<file path="src/include/pmt_cfg.svh">
/*
 pmt_cfg.svh: constants of the bus target port (addresses, command codes,
 reset values, timing counts). Assumes a 125 MHz reference clock.
*/
`ifndef PMT_CFG_SVH
`define PMT_CFG_SVH

// address space
`define PMT_ADDR_LO_BASE     7'h40
`define PMT_ADDR_HI_BASE     7'h50
`define PMT_ADDR_LO_COUNT    5'h08
`define PMT_ARA_ADDR7        7'h0C
`define PMT_RW_READ          1'b1

// command codes
`define PMT_CMD_PAGE         8'h00
`define PMT_CMD_CLEAR_FAULTS 8'h03

// page values and reset
`define PMT_PAGE_RAIL0       8'h00
`define PMT_PAGE_RAIL1       8'h01
`define PMT_PAGE_BOTH        8'hFF
`define PMT_PAGE_RESET       8'h00
`define PMT_IDLE_BYTE        8'hFF

// timing: 8 ns clock, 100 ns data hold, 2 MHz and 50 kHz bus clock
`define PMT_CLK_PERIOD_PS    32'h0000_1F40
`define PMT_SDA_HOLD_PS      32'h0001_86A0
`define PMT_SCL_MAX_PER_PS   32'h0007_A120
`define PMT_SCL_MIN_PER_PS   32'h0131_2D00
`define PMT_SDA_HOLD_CYC \
   ((`PMT_SDA_HOLD_PS + `PMT_CLK_PERIOD_PS - 1) / `PMT_CLK_PERIOD_PS)
`define PMT_SCL_HALF_CYC \
   ((`PMT_SCL_MAX_PER_PS / 2) / `PMT_CLK_PERIOD_PS)
`define PMT_SYNC_LAT_CYC     4

`endif

</file>
<file path="src/include/pmt_pkg.sv">
/*
 pmt_pkg: types of the bus target port: engine states and the state
 records of the line conditioner and of the protocol engine.
*/
package pmt_pkg;

   typedef enum logic [3:0] {
      ST_IDLE     = 4'b0000,
      ST_ADDR     = 4'b0001,
      ST_ADDR_ACK = 4'b0010,
      ST_CMD      = 4'b0011,
      ST_CMD_ACK  = 4'b0100,
      ST_WDATA    = 4'b0101,
      ST_WACK     = 4'b0110,
      ST_RDATA    = 4'b0111,
      ST_MACK     = 4'b1000,
      ST_RLOAD    = 4'b1001,
      ST_IGNORE   = 4'b1010
   } pmt_state_t;

   typedef struct packed {
      logic [1:0] s1;
      logic [1:0] s2;
      logic [1:0] s3;
      logic [1:0] filt;
      logic       rise;
      logic       fall;
      logic       start;
      logic       stop;
   } pmt_sync_t;

   typedef struct packed {
      pmt_state_t st;
      logic [3:0] bitc;
      logic [7:0] sh;
      logic [7:0] cmd;
      logic       cmd_ok;
      logic [7:0] idx;
      logic [7:0] page;
      logic [1:0] rail;
      logic       alert;
      logic       rw;
      logic       ara;
      logic       oe;
      logic       pend;
      logic [7:0] hold;
      logic [6:0] addr7;
      logic       addr_ok;
      logic       cmd_stb;
      logic       wr_stb;
      logic       clr;
   } pmt_core_t;

endpackage

</file>
<file path="src/include/pmt_line_if.sv">
/*
 pmt_line_if: conditioned bus line events passed from the line
 conditioner to the protocol engine. All signals on the reference clock.
*/
`timescale 1ns/1ps
interface pmt_line_if;
   logic rise;
   logic fall;
   logic start;
   logic stop;
   logic sda;
   modport src (output rise, output fall, output start, output stop,
                output sda);
   modport dst (input rise, input fall, input start, input stop,
                input sda);
endinterface

</file>
<file path="src/verilog/pmt_line_sync.sv">
/*
 pmt_line_sync: three-stage synchroniser and glitch filter for the clock
 and data pins, with edge, start and stop detection. Assumes pins idle
 high through pull-ups and change far slower than the reference clock.
*/
`timescale 1ns/1ps
module pmt_line_sync (
   // clock and reset
   input  wire logic REF_CLK,
   input  wire logic NRST,
   input  wire logic CE,
   // raw pins
   input  wire logic SCL_I,
   input  wire logic SDA_I,
   // conditioned events
   pmt_line_if.src   ln
);
   pmt_pkg::pmt_sync_t q;
   pmt_pkg::pmt_sync_t d;
   logic [1:0]         agree;

   always_comb begin
      d = q;
      agree = ~(q.s2 ^ q.s3);
      d.s1 = {SCL_I, SDA_I};
      d.s2 = q.s1;
      d.s3 = q.s2;
      // a level counts only once the second and third stage agree
      d.filt = (q.s2 & agree) | (q.filt & ~agree);
      d.rise = ~q.filt[1] & d.filt[1];
      d.fall = q.filt[1] & ~d.filt[1];
      d.start = q.filt[1] & d.filt[1] & q.filt[0] & ~d.filt[0];
      d.stop = q.filt[1] & d.filt[1] & ~q.filt[0] & d.filt[0];
   end

   always_ff @(posedge REF_CLK or negedge NRST) begin
      if (!NRST) begin
         q <= '{s1: 2'h3, s2: 2'h3, s3: 2'h3, filt: 2'h3, default: 1'b0};
      end else if (CE) begin
         q <= d;
      end
   end

   assign ln.rise  = q.rise;
   assign ln.fall  = q.fall;
   assign ln.start = q.start;
   assign ln.stop  = q.stop;
   assign ln.sda   = q.filt[0];
endmodule

</file>
<file path="src/verilog/pmt_target_port.sv">
/*
 pmt_target_port: two-wire management target port of a dual rail power
 controller: strapped address, command framing, page selection, alert
 response. Assumes a host drives the bus clock and a register back end
 answers reads combinationally on the reference clock.
*/
// What this block does
// - target address comes from the strap code detected on the address pin
// - address byte low bit: 0 means write, 1 means read
// - strap addresses limited to 0x40-0x47 and 0x50-0x67
// - command byte decoded over the whole range 0x00 to 0xFF
// - page 0 steers paged commands to rail 0, page 1 to rail 1
// - framing follows power management bus 1.3 and system bus 2.0
// - read byte and word return data of the rail the page selects
// - alert response address answered in system bus mode, not plain I2C
// - port works with bus clocks from 50 kHz up to 2 MHz
// - page command selects rail 0, rail 1 or both; resets to 0
// - clear faults command clears all fault bits and releases alert
`timescale 1ns/1ps
`include "pmt_cfg.svh"
module pmt_target_port #(
   parameter int HOLD_CYC     = `PMT_SDA_HOLD_CYC,
   parameter int SCL_HALF_CYC = `PMT_SCL_HALF_CYC
) (
   // clock and reset
   input  wire logic       REF_CLK,
   input  wire logic       NRST,
   input  wire logic       CE,
   // bus pins
   input  wire logic       SCL_I,
   input  wire logic       SDA_I,
   output wire logic       SDA_O,
   output wire logic       SDA_OE,
   output wire logic       ALERT_O,
   output wire logic       ALERT_OE,
   // strap and mode
   input  wire logic [4:0] STRAP_CODE,
   input  wire logic       STRAP_VALID,
   input  wire logic       SMBUS_MODE,
   // fault side
   input  wire logic       FAULT_EVENT,
   output wire logic       CLEAR_FAULTS,
   // command side
   output wire logic [7:0] CMD_CODE,
   output wire logic       CMD_STROBE,
   output wire logic [7:0] WR_DATA,
   output wire logic       WR_STROBE,
   output wire logic [7:0] WR_INDEX,
   output wire logic       RD_REQ,
   output wire logic [7:0] RD_INDEX,
   input  wire logic [7:0] RD_DATA,
   // rail and status
   output wire logic [7:0] PAGE,
   output wire logic [1:0] RAIL_SEL,
   output wire logic [6:0] OWN_ADDR,
   output wire logic       ADDR_READY,
   output wire logic       BUSY
);
   localparam logic [7:0] HOLD8 = 8'(HOLD_CYC);

   if (HOLD_CYC < 1 || HOLD_CYC > 255 ||
       HOLD_CYC + `PMT_SYNC_LAT_CYC >= SCL_HALF_CYC) begin : g_chk
      $error("pmt_target_port: hold count does not fit the bus clock");
   end

   pmt_line_if         ln ();
   pmt_pkg::pmt_core_t q;
   pmt_pkg::pmt_core_t c;
   logic               rd_take;
   logic               clr_alert;
   logic [7:0]         b;
   logic               hit_own;
   logic               hit_ara;

   pmt_line_sync u_sync (
      .REF_CLK (REF_CLK),
      .NRST    (NRST),
      .CE      (CE),
      .SCL_I   (SCL_I),
      .SDA_I   (SDA_I),
      .ln      (ln)
   );

   function automatic logic [6:0] strap_addr(input logic [4:0] code);
      if (code < `PMT_ADDR_LO_COUNT) begin
         return `PMT_ADDR_LO_BASE + {2'b00, code};
      end
      return `PMT_ADDR_HI_BASE + {2'b00, code - `PMT_ADDR_LO_COUNT};
   endfunction

   function automatic logic [1:0] rail_of(input logic [7:0] pg);
      return {pg == `PMT_PAGE_RAIL1 || pg == `PMT_PAGE_BOTH,
              pg == `PMT_PAGE_RAIL0 || pg == `PMT_PAGE_BOTH};
   endfunction

   // page reads are local; the alert read gives our address, then idle
   function automatic logic [7:0] read_byte(input logic       ara,
                                            input logic       first,
                                            input logic       ok,
                                            input logic [7:0] cmd,
                                            input logic [7:0] pg,
                                            input logic [7:0] data,
                                            input logic [6:0] addr);
      if (ara) begin
         return first ? {addr, 1'b0} : `PMT_IDLE_BYTE;
      end
      if (!ok) begin
         return `PMT_IDLE_BYTE;
      end
      return (cmd == `PMT_CMD_PAGE) ? pg : data;
   endfunction

   always_comb begin
      c = q;
      c.cmd_stb = 1'b0;
      c.wr_stb = 1'b0;
      c.clr = 1'b0;
      rd_take = 1'b0;
      clr_alert = 1'b0;
      b = `PMT_IDLE_BYTE;
      // only a matching target ever drives
      // alert address only in system bus mode
      hit_ara = SMBUS_MODE && q.alert && q.sh == {`PMT_ARA_ADDR7, 1'b1};
      hit_own = q.addr_ok && q.sh[7:1] == q.addr7;
      // data changes only after the hold time past the clock fall
      if (q.hold != 8'h00) begin
         c.hold = q.hold - 8'h01;
         if (q.hold == 8'h01) begin
            c.oe = q.pend;
         end
      end
      if (!q.addr_ok && STRAP_VALID) begin
         c.addr7 = strap_addr(STRAP_CODE);
         c.addr_ok = 1'b1;
      end
      // command kept across repeated start, dropped at stop
      if (ln.stop) begin
         c.st = pmt_pkg::ST_IDLE;
         c.cmd_ok = 1'b0;
         c.oe = 1'b0;
         c.hold = 8'h00;
      end else if (ln.start) begin
         c.st = pmt_pkg::ST_ADDR;
         c.bitc = 4'h0;
         c.oe = 1'b0;
         c.hold = 8'h00;
      end else if (ln.rise) begin
         case (q.st)
            pmt_pkg::ST_ADDR, pmt_pkg::ST_CMD, pmt_pkg::ST_WDATA: begin
               c.sh = {q.sh[6:0], ln.sda};
               c.bitc = q.bitc + 4'h1;
            end
            pmt_pkg::ST_RDATA: begin
               c.sh = {q.sh[6:0], 1'b1};
               c.bitc = q.bitc + 4'h1;
            end
            pmt_pkg::ST_MACK: begin
               c.st = ln.sda ? pmt_pkg::ST_IGNORE : pmt_pkg::ST_RLOAD;
               c.idx = q.idx + 8'h01;
            end
            default: begin
            end
         endcase
      end else if (ln.fall) begin
         case (q.st)
            pmt_pkg::ST_ADDR: begin
               if (q.bitc == 4'h8) begin
                  if (hit_own || hit_ara) begin
                     c.st = pmt_pkg::ST_ADDR_ACK;
                     c.rw = (q.sh[0] == `PMT_RW_READ);
                     c.ara = hit_ara && !hit_own;
                     c.idx = 8'h00;
                     c.pend = 1'b1;
                     c.hold = HOLD8;
                  end else begin
                     c.st = pmt_pkg::ST_IGNORE;
                  end
               end
            end
            pmt_pkg::ST_ADDR_ACK, pmt_pkg::ST_RLOAD: begin
               c.bitc = 4'h0;
               if (q.rw) begin
                  // back end answers for the paged rail
                  b = read_byte(q.ara, q.st == pmt_pkg::ST_ADDR_ACK,
                                q.cmd_ok, q.cmd, q.page, RD_DATA, q.addr7);
                  rd_take = !q.ara && q.cmd_ok && q.cmd != `PMT_CMD_PAGE;
                  clr_alert = q.ara && q.st == pmt_pkg::ST_ADDR_ACK;
                  c.sh = b;
                  c.st = pmt_pkg::ST_RDATA;
                  c.pend = ~b[7];
               end else begin
                  c.st = pmt_pkg::ST_CMD;
                  c.pend = 1'b0;
               end
               c.hold = HOLD8;
            end
            pmt_pkg::ST_CMD: begin
               if (q.bitc == 4'h8) begin
                  c.cmd = q.sh;
                  c.cmd_ok = 1'b1;
                  c.cmd_stb = 1'b1;
                  if (q.sh == `PMT_CMD_CLEAR_FAULTS) begin
                     c.clr = 1'b1;
                     clr_alert = 1'b1;
                  end
                  c.st = pmt_pkg::ST_CMD_ACK;
                  c.pend = 1'b1;
                  c.hold = HOLD8;
               end
            end
            pmt_pkg::ST_WDATA: begin
               if (q.bitc == 4'h8) begin
                  c.wr_stb = 1'b1;
                  // page accepts rail 0, rail 1 or both
                  if (q.cmd == `PMT_CMD_PAGE && q.idx == 8'h00 &&
                      (q.sh == `PMT_PAGE_RAIL0 || q.sh == `PMT_PAGE_RAIL1 ||
                       q.sh == `PMT_PAGE_BOTH)) begin
                     c.page = q.sh;
                  end
                  c.st = pmt_pkg::ST_WACK;
                  c.pend = 1'b1;
                  c.hold = HOLD8;
               end
            end
            pmt_pkg::ST_CMD_ACK, pmt_pkg::ST_WACK: begin
               if (q.st == pmt_pkg::ST_WACK) begin
                  c.idx = q.idx + 8'h01;
               end
               c.st = pmt_pkg::ST_WDATA;
               c.bitc = 4'h0;
               c.pend = 1'b0;
               c.hold = HOLD8;
            end
            pmt_pkg::ST_RDATA: begin
               // release for the host's ack bit after the eighth bit
               c.pend = (q.bitc == 4'h8) ? 1'b0 : ~q.sh[7];
               c.hold = HOLD8;
               if (q.bitc == 4'h8) begin
                  c.st = pmt_pkg::ST_MACK;
               end
            end
            default: begin
            end
         endcase
      end
      // a new fault in the clearing cycle keeps the alert set
      c.alert = FAULT_EVENT | (q.alert & ~clr_alert);
      c.rail = rail_of(c.page);
   end

   always_ff @(posedge REF_CLK or negedge NRST) begin
      if (!NRST) begin
         q <= '{st: pmt_pkg::ST_IDLE, page: `PMT_PAGE_RESET,
                rail: 2'b01, default: '0};
      end else if (CE) begin
         q <= c;
      end
   end

   // open-drain signalling per the bus standards
   assign SDA_O      = 1'b0;
   assign SDA_OE     = q.oe;
   assign ALERT_O    = 1'b0;
   assign ALERT_OE   = q.alert;
   assign CLEAR_FAULTS = q.clr;
   assign CMD_CODE   = q.cmd;
   assign CMD_STROBE = q.cmd_stb;
   assign WR_DATA    = q.sh;
   assign WR_STROBE  = q.wr_stb;
   assign WR_INDEX   = q.idx;
   assign RD_REQ     = rd_take & CE;
   assign RD_INDEX   = q.idx;
   assign PAGE       = q.page;
   assign RAIL_SEL   = q.rail;
   assign OWN_ADDR   = q.addr7;
   assign ADDR_READY = q.addr_ok;
   assign BUSY       = (q.st != pmt_pkg::ST_IDLE);
endmodule
</file>
<file path="config.mk">
export PLATFORM = sky130hd
export DESIGN_NAME = pmt_target_port
export DESIGN_NICKNAME = d
export VERILOG_FILES = /design/src/include/pmt_pkg.sv /design/src/include/pmt_line_if.sv /design/src/verilog/pmt_line_sync.sv /design/src/verilog/pmt_target_port.sv
export VERILOG_INCLUDE_DIRS = /design/src /design/src/include
export SDC_FILE = /design/constraint.sdc
export NUM_CORES = 1
export LEC_CHECK = 0
export ABC_AREA = 1
export BUFFER_PORTS_ARGS = -buffer_cell sky130_fd_sc_hd__buf_2
export CELL_PAD_IN_SITES_DETAIL_PLACEMENT = 0
export CELL_PAD_IN_SITES_GLOBAL_PLACEMENT = 1
export CORE_ASPECT_RATIO = 1.5
export CORE_MARGIN = 2
export CORE_UTILIZATION = 38
export CTS_CLUSTER_SIZE = 12
export DETAILED_ROUTE_END_ITERATION = 8
export PLACE_DENSITY_LB_ADDON = 0.1
export SYNTH_ARGS = -nofsm -noshare
export SYNTH_HDL_FRONTEND = slang
export SYNTH_SLANG_ARGS = --single-unit
</file>
<file path="constraint.sdc">
create_clock -name REF_CLK -period 1.9 [get_ports REF_CLK]
set_clock_uncertainty 0.15 [all_clocks]
set_input_delay 0.095 -clock REF_CLK [delete_from_list [all_inputs] [get_ports REF_CLK]]
set_output_delay 0.095 -clock REF_CLK [all_outputs]
set_load 0.1 [all_outputs]
</file>
==> results of run 1 <==
[stage by stage]
stage	utilization	setup TNS (ns)
2_1_floorplan	-	-0.329
3_3_place_gp	0.472	-3.58
3_5_place_dp	0.472	-4.62
4_1_cts	0.525	-2.72
5_1_grt	0.566	-6.63
6_report	0.566	-3.36
[sequential cells by signal, indices dropped and copies added (netlist names), 2 cells and up]
signal / count
OWN_ADDR: 7
u_sync.q: 3
CMD_CODE: 8
WR_DATA: 8
RAIL_SEL: 2
RD_INDEX: 8
q: 20
PAGE: 8
u_sync.d: 4
[area by class of cell]
| type | count | area [um2] | share of cell area |
|---|---|---|---|
| clock buffer | 13 | 260 | 0.0340 |
| clock inverter | 3 | 90.1 | 0.0118 |
| inverter | 85 | 327 | 0.0427 |
| multi-input combinational | 500 | 3120 | 0.408 |
| sequential | 78 | 1970 | 0.257 |
| tap | 162 | 203 | 0.0265 |
| timing repair buffer | 226 | 1690 | 0.220 |
[final timing paths]
kind,cells past startpoint,endpoint,from
setup / recovery,8,RD_REQ,q[65]
hold / removal,4,OWN_ADDR[4],STRAP_CODE[3]
setup reg to reg,13,RD_INDEX[3],q[65]
hold reg to reg,2,u_sync.d[8],u_sync.d[8]
max in group asynchronous,3,u_sync.ln.sda,NRST
min in group asynchronous,2,OWN_ADDR[0],NRST
[worst max-delay path, cell delays in order, from the launching register on]
cell and delay (ns):
dfrtp_2 0.42, buf_4 0.14, nor2_4 0.13, nand3_4 0.10, nand2_4 0.09, buf_6 0.10
nand2_4 0.06, nor4_4 0.32, buf_12 0.22
[cells by family after synthesis]
group / synth area share
AOI/OAI and AO/OA: 0.154
xor gates and xnor gates: 0.0183
adders and majority gates: 0.0214
buffers and inverters: 0.150
DFF: 0.374
muxes: 0.00429
other: 0.000714
and+or+nand+nor: 0.277
[per-layer routing]
metal,track usage,routed length (um),up-vias
met2,0.446,9440,100
met1,0.245,6440,2542
met5,0,0,-
li1,-,-,2669
met3,0.0298,547,32
met4,0.0849,567,0
[Yosys cell counts (2+ instances only)]
cell type,instances,share of area
a21oi_1,31,0.030
a22oi_1,8,0.011
a31oi_1,2,0.0024
buf_2,4,0.0038
buf_4,52,0.074
buf_6,2,0.0043
clkbuf_1,9,0.0064
dfrtp_1,69,0.33
dfstp_2,9,0.045
ha_1,9,0.021
inv_1,79,0.056
inv_2,6,0.0043
mux2_2,2,0.0043
nand2_1,189,0.14
nand2_2,6,0.0071
nand3_1,45,0.043
nand3_2,2,0.0038
nand4_1,4,0.0048
nor2_1,67,0.048
nor2_2,5,0.0060
nor2_4,7,0.015
nor3_1,7,0.0067
nor4_1,2,0.0024
o211ai_1,12,0.017
o21a_1,5,0.0071
o21ai_0,53,0.051
o21ai_1,4,0.0038
o21ai_2,8,0.013
o22ai_1,7,0.0083
or2_2,2,0.0024
xnor2_1,2,0.0033
xor2_1,9,0.015
[what timing repair did]
action,in CTS,in global routing
gates cloned,2,2
hold buffers,8,0
endpoints found under the setup margin,50,56
buffers inserted,12,9
gates resized for setup,62,150
hold endpoints to repair,77,0
pin swaps,24,48
[placed cells by master (no fill, tap or decap), types with 26 or more instances in the layout]
cell type,synthesis,layout
a21oi_1,31,26
buf_2,4,74
buf_4,52,117
dfrtp_1,69,64
inv_1,79,61
nand2_1,189,138
nand2_2,6,45
nand3_1,45,32
nor2_1,67,49
o21ai_0,53,29
[report_power, final]
part	leakage [nW]	internal (W)	switching [W]
combinational	2.64	0.00179	0.00332
sequential	0.979	0.00201	0.000333
clock	0.170	0.00136	0.000690
total	3.79	0.00515	0.00434
==> results.py, run 1 <==
metrics = {
    "clocking": {
        "cts_sinks": 78,
        "cts_buffer_depth": 2,
        "cts_max_level": 3,
        "cts_tree": "built",
        "cts_buffers": 9,
        "cts.clk_slew.worst_paths_ns": 0.06,
        "cts_root_buf": "clkbuf_16",
        "worstSkewPairLatency_ns": 0.34,
    },
    "floorplan": {
        "dieArea_mm2": 0.0148,
        "die_x_um": 100,
        "die_h_um": 148,
        "num_rows": 52,
        "core_area_mm2": 0.0135,
        "ios": 80,
        "start_util": 0.388,
    },
    "timing": {
        "setup_ws_ns": -0.261,
        "hold_slack_ns": 0.0147,
        "hold_viol_final": 0,
        "slew_viol_final": 0,
        "setup_viol": 28,
        "fmax_mhz": 463,
        "period_needed_ns": 2.16,
        "period_share": 1.14,
        "grt_setup_unrepaired": "yes",
    },
    "synthesis": {
        "synth_ff_type": "dfrtp_1",
        "ys_ff_latch": 78,
        "syn_inst": 728,
        "yosysWarnings": 0,
        "seq_area_frac_synth": 0.374,
        "synthArstFlopShare": 1.00,
        "yosys.cell_types.count": 42,
        "netlist_area_mm2": 0.00525,
        "synth_edf_count": 0,
        "avgSynthCellArea_um2": 7.21,
    },
    "global_routing": {
        "antenna_found_initial": 0,
        "grt_pass1_vias": 5252,
        "grt_max_degree": 30,
        "grt_pass1_wl_um": 26200,
        "grt_overflow": 0,
        "track_usage": 0.229,
    },
    "setup_path": {
        "arrival_ns": 1.92,
        "path_class": "register to output port",
        "ff2ff_setup_slack_ns": -0.22,
        "worstPathRequired_ns": 1.65,
        "startpoint_type": "register",
        "cp_max_fo": 3,
        "critPathCaptureType": "output port",
    },
    "route": {
        "first_pass_iters": 5,
        "via_count": 5343,
        "vias_per_cell": 5.01,
        "remaining_drc_errors": 0,
        "routedWlPerCell_um": 15.9,
        "drt_iter0_markers": 178,
        "ant_nets": 0,
        "drt-total-wl_um": 17000,
    },
    "hold_path": {
        "min_path_type": "input port to register",
    },
    "flow_run": {
        "max_cap_viol_count": 0,
    },
    "final_layout": {
        "diodes": 0,
        "fin_nets": 930,
        "final_area_mm2": 0.00765,
        "final_cells": 1067,
        "fill_cells": 1318,
        "drive_gt1_frac": 0.454,
        "area_growth_pct": 45.8,
    },
    "run_status": {
        "status": "complete, but fails checks",
        "violations": "setup timing",
    },
    "placement": {
        "dpl.cell_count": 1020,
        "gp_congestion": 0.905,
        "placed_area_mm2": 0.00639,
        "hpwl_um": 12900,
        "dp_slack_ns": -0.238,
        "io_buffers": 77,
    },
    "power_and_ir_drop": {
        "peakVddDrop_uv": 565,
        "p_leak_nw": 3.79,
        "power.density_mw_per_mm2": 1240,
        "power.total_w": 0.00949,
    },
}
(Power assumes the default switching activity.)
==> run 2: changes to the inputs <==
--- a/config.mk
+++ b/config.mk
@@ -15,6 +15,8 @@
 export CORE_UTILIZATION = 38
 export CTS_CLUSTER_SIZE = 12
 export DETAILED_ROUTE_END_ITERATION = 8
+export GPL_TIMING_DRIVEN = 0
+export HOLD_SLACK_MARGIN = 0.15
 export PLACE_DENSITY_LB_ADDON = 0.1
 export SYNTH_ARGS = -nofsm -noshare
 export SYNTH_HDL_FRONTEND = slang
==> results.py, run 2 (same netlist as run 1, synthesis figures left out) <==
metrics = {
    "timing": {
        "period_needed_ns": 2.14,
        "fmax_mhz": 466,
        "grt_setup_unrepaired": "yes",
        "hold_viol_final": 0,
        "setup_ws_ns": -0.245,
        "worstMarginPinSlew_ns": 0.516,
        "max-slew-margin-rel": 0.656,
        "period_share": 1.13,
        "setup_viol": 31,
        "hold_slack_ns": 0.163,
        "slew_viol_final": 0,
    },
    "placement": {
        "placed_area_mm2": 0.00593,
        "gp_congestion": 0.936,
        "dpl.cell_count": 968,
        "dp_slack_ns": -0.545,
        "hpwl_um": 12400,
        "io_buffers": 76,
    },
    "floorplan": {
        "core_area_mm2": 0.0135,
        "start_util": 0.388,
        "dieArea_mm2": 0.0148,
        "die_x_um": 100,
        "num_rows": 52,
        "ios": 80,
        "die_h_um": 148,
    },
    "setup_path": {
        "critPathTopFamily": "simple AND/OR/NAND/NOR gates",
        "arrival_ns": 1.90,
        "crit_path_max_incr_delay_ns": 0.37,
        "startpoint_type": "register",
        "ff2ff_path_depth": 13,
        "worstPathRequired_ns": 1.65,
        "path_buf_inv": 3,
        "path_cells": "buf_6 -> nor2_4 -> buf_6 -> nand3_4 -> nand2_4 -> nand2_4 -> nor4_4 -> buf_6",
        "critPathCaptureType": "output port",
        "path_class": "register to output port",
        "cpMostUsedCell": "buf_6",
        "slowest_stage": "dfrtp_1",
        "cp_max_fo": 5,
        "worst-path-stages": 8,
    },
    "clocking": {
        "cts_tree": "built",
        "worstSkewPairLatency_ns": 0.35,
        "cts_max_level": 3,
        "cts_buffer_depth": 2,
        "cts.clk_slew.worst_paths_ns": 0.06,
        "cts_root_buf": "clkbuf_16",
        "cts_buffers": 9,
        "cts_sinks": 78,
    },
    "final_layout": {
        "largest_reg_flops": 20,
        "area_growth_pct": 46.0,
        "final_area_mm2": 0.00767,
        "drive_gt1_frac": 0.461,
        "final_cell_mix": "nand2_1 (151), buf_4 (116), buf_2 (78)",
        "layout_commonest_cell": "nand2_1",
        "fin_nets": 942,
        "final_cells": 1079,
        "top_register": "q",
        "diodes": 0,
    },
    "route": {
        "remaining_drc_errors": 0,
        "drt_iter0_markers": 285,
        "vias_per_cell": 5.15,
        "drt-total-wl_um": 18000,
        "via_count": 5559,
        "ant_nets": 0,
        "routedWlPerCell_um": 16.6,
        "first_pass_iters": 4,
    },
    "global_routing": {
        "grt_max_degree": 52,
        "grt_pass1_wl_um": 27100,
        "track_usage": 0.238,
        "antenna_found_initial": 0,
        "grt_pass1_vias": 5248,
        "grt_overflow": 0,
    },
    "power_and_ir_drop": {
        "p_leak_nw": 3.80,
        "p_sw_w": 0.00438,
        "clock_power_share": 0.228,
        "power.total_w": 0.00945,
        "p_int_w": 0.00507,
        "peakVddDrop_uv": 572,
        "seq_power_share": 0.256,
        "p_comb_frac": 0.516,
        "switching_share": 0.463,
        "power.density_mw_per_mm2": 1230,
    },
    "flow_run": {
        "max_cap_viol_count": 0,
    },
    "run_status": {
        "status": "complete, but fails checks",
        "violations": "setup timing",
    },
    "hold_path": {
        "min_path_type": "input port to register",
        "min_delay_path_depth": 5,
    },
}
run 2: cell types whose count changed in the layout (fill, tap and decap cells not counted), sizes merged:
| cell | previous run | this run |
|---|---|---|
| clkinv | 0 | 2 |
| dlygate4sd3 | 8 | 21 |
| buf | 217 | 209 |
| bufinv | 3 | 4 |
| clkbuf | 14 | 18 |
run 2: tightest hold or removal path, stage by stage:
cell and delay [ns]:
buf_2 0.07, a21oi_1 0.08, nand2_1 0.12, o211ai_1 0.10, a22oi_1 0.15
run 2: final timing paths:
path                              from     endpoint  slack [ns]
setup / recovery                 q[66]       RD_REQ       -0.24
hold / removal              RD_DATA[6]   WR_DATA[6]        0.16
setup reg to reg                 q[64]  RAIL_SEL[0]       -0.22
hold reg to reg            u_sync.d[8]  u_sync.d[8]        0.31
max in group asynchronous         NRST  u_sync.q[6]        1.07
min in group asynchronous         NRST  RAIL_SEL[0]        0.17
run 2: area by class of cell:
cell class / count / area (um2)
plain buffers: 68 / 502
inverters: 85 / 329
well taps: 162 / 203
multi-input cells: 500 / 3070
clock buffers: 10 / 229
fillers: 1308 / 5860
clock inverters: 6 / 134
flip-flops and latches: 78 / 1990
repair buffers: 170 / 1210
run 2: power by group through the flow:
stage	Combinational, W	Sequential [W]	Clock [W]
floorplan	0.00285	0.00237	0
global placement	0.00357	0.00245	0
detailed placement	0.00363	0.00246	0
CTS	0.00439	0.00243	0.00217
global route	0.00520	0.00246	0.00225
finish	0.00487	0.00242	0.00215
run 2: through the flow:
| step | util | setup TNS (ns) |
|---|---|---|
| 2_1_floorplan | - | -0.329 |
| 3_3_place_gp | 0.436 | -17.11 |
| 3_5_place_dp | 0.438 | -14.47 |
| 4_1_cts | 0.530 | -2.41 |
| 5_1_grt | 0.567 | -6.68 |
| 6_report | 0.567 | -2.87 |
run 2: routing by layer:
| metal | global-route usage | wire length, um | part of all wire | vias to the layer above |
|---|---|---|---|---|
| met5 | 0 | 0 | 0 | - |
| met4 | 0.140 | 1070 | 0.059 | 0 |
| met3 | 0.0340 | 719 | 0.040 | 69 |
| met2 | 0.433 | 9590 | 0.53 | 169 |
| met1 | 0.259 | 6580 | 0.37 | 2621 |
| li1 | - | - | - | 2700 |
run 2: repair_timing:
action                                  CTS  global route
pin swaps                                33            48
setup buffers                            37            33
hold buffers                             22             0
endpoints found under the setup margin   55            56
gates cloned                              3             0
endpoints found under the hold margin    94             0
resized for setup                       135            81
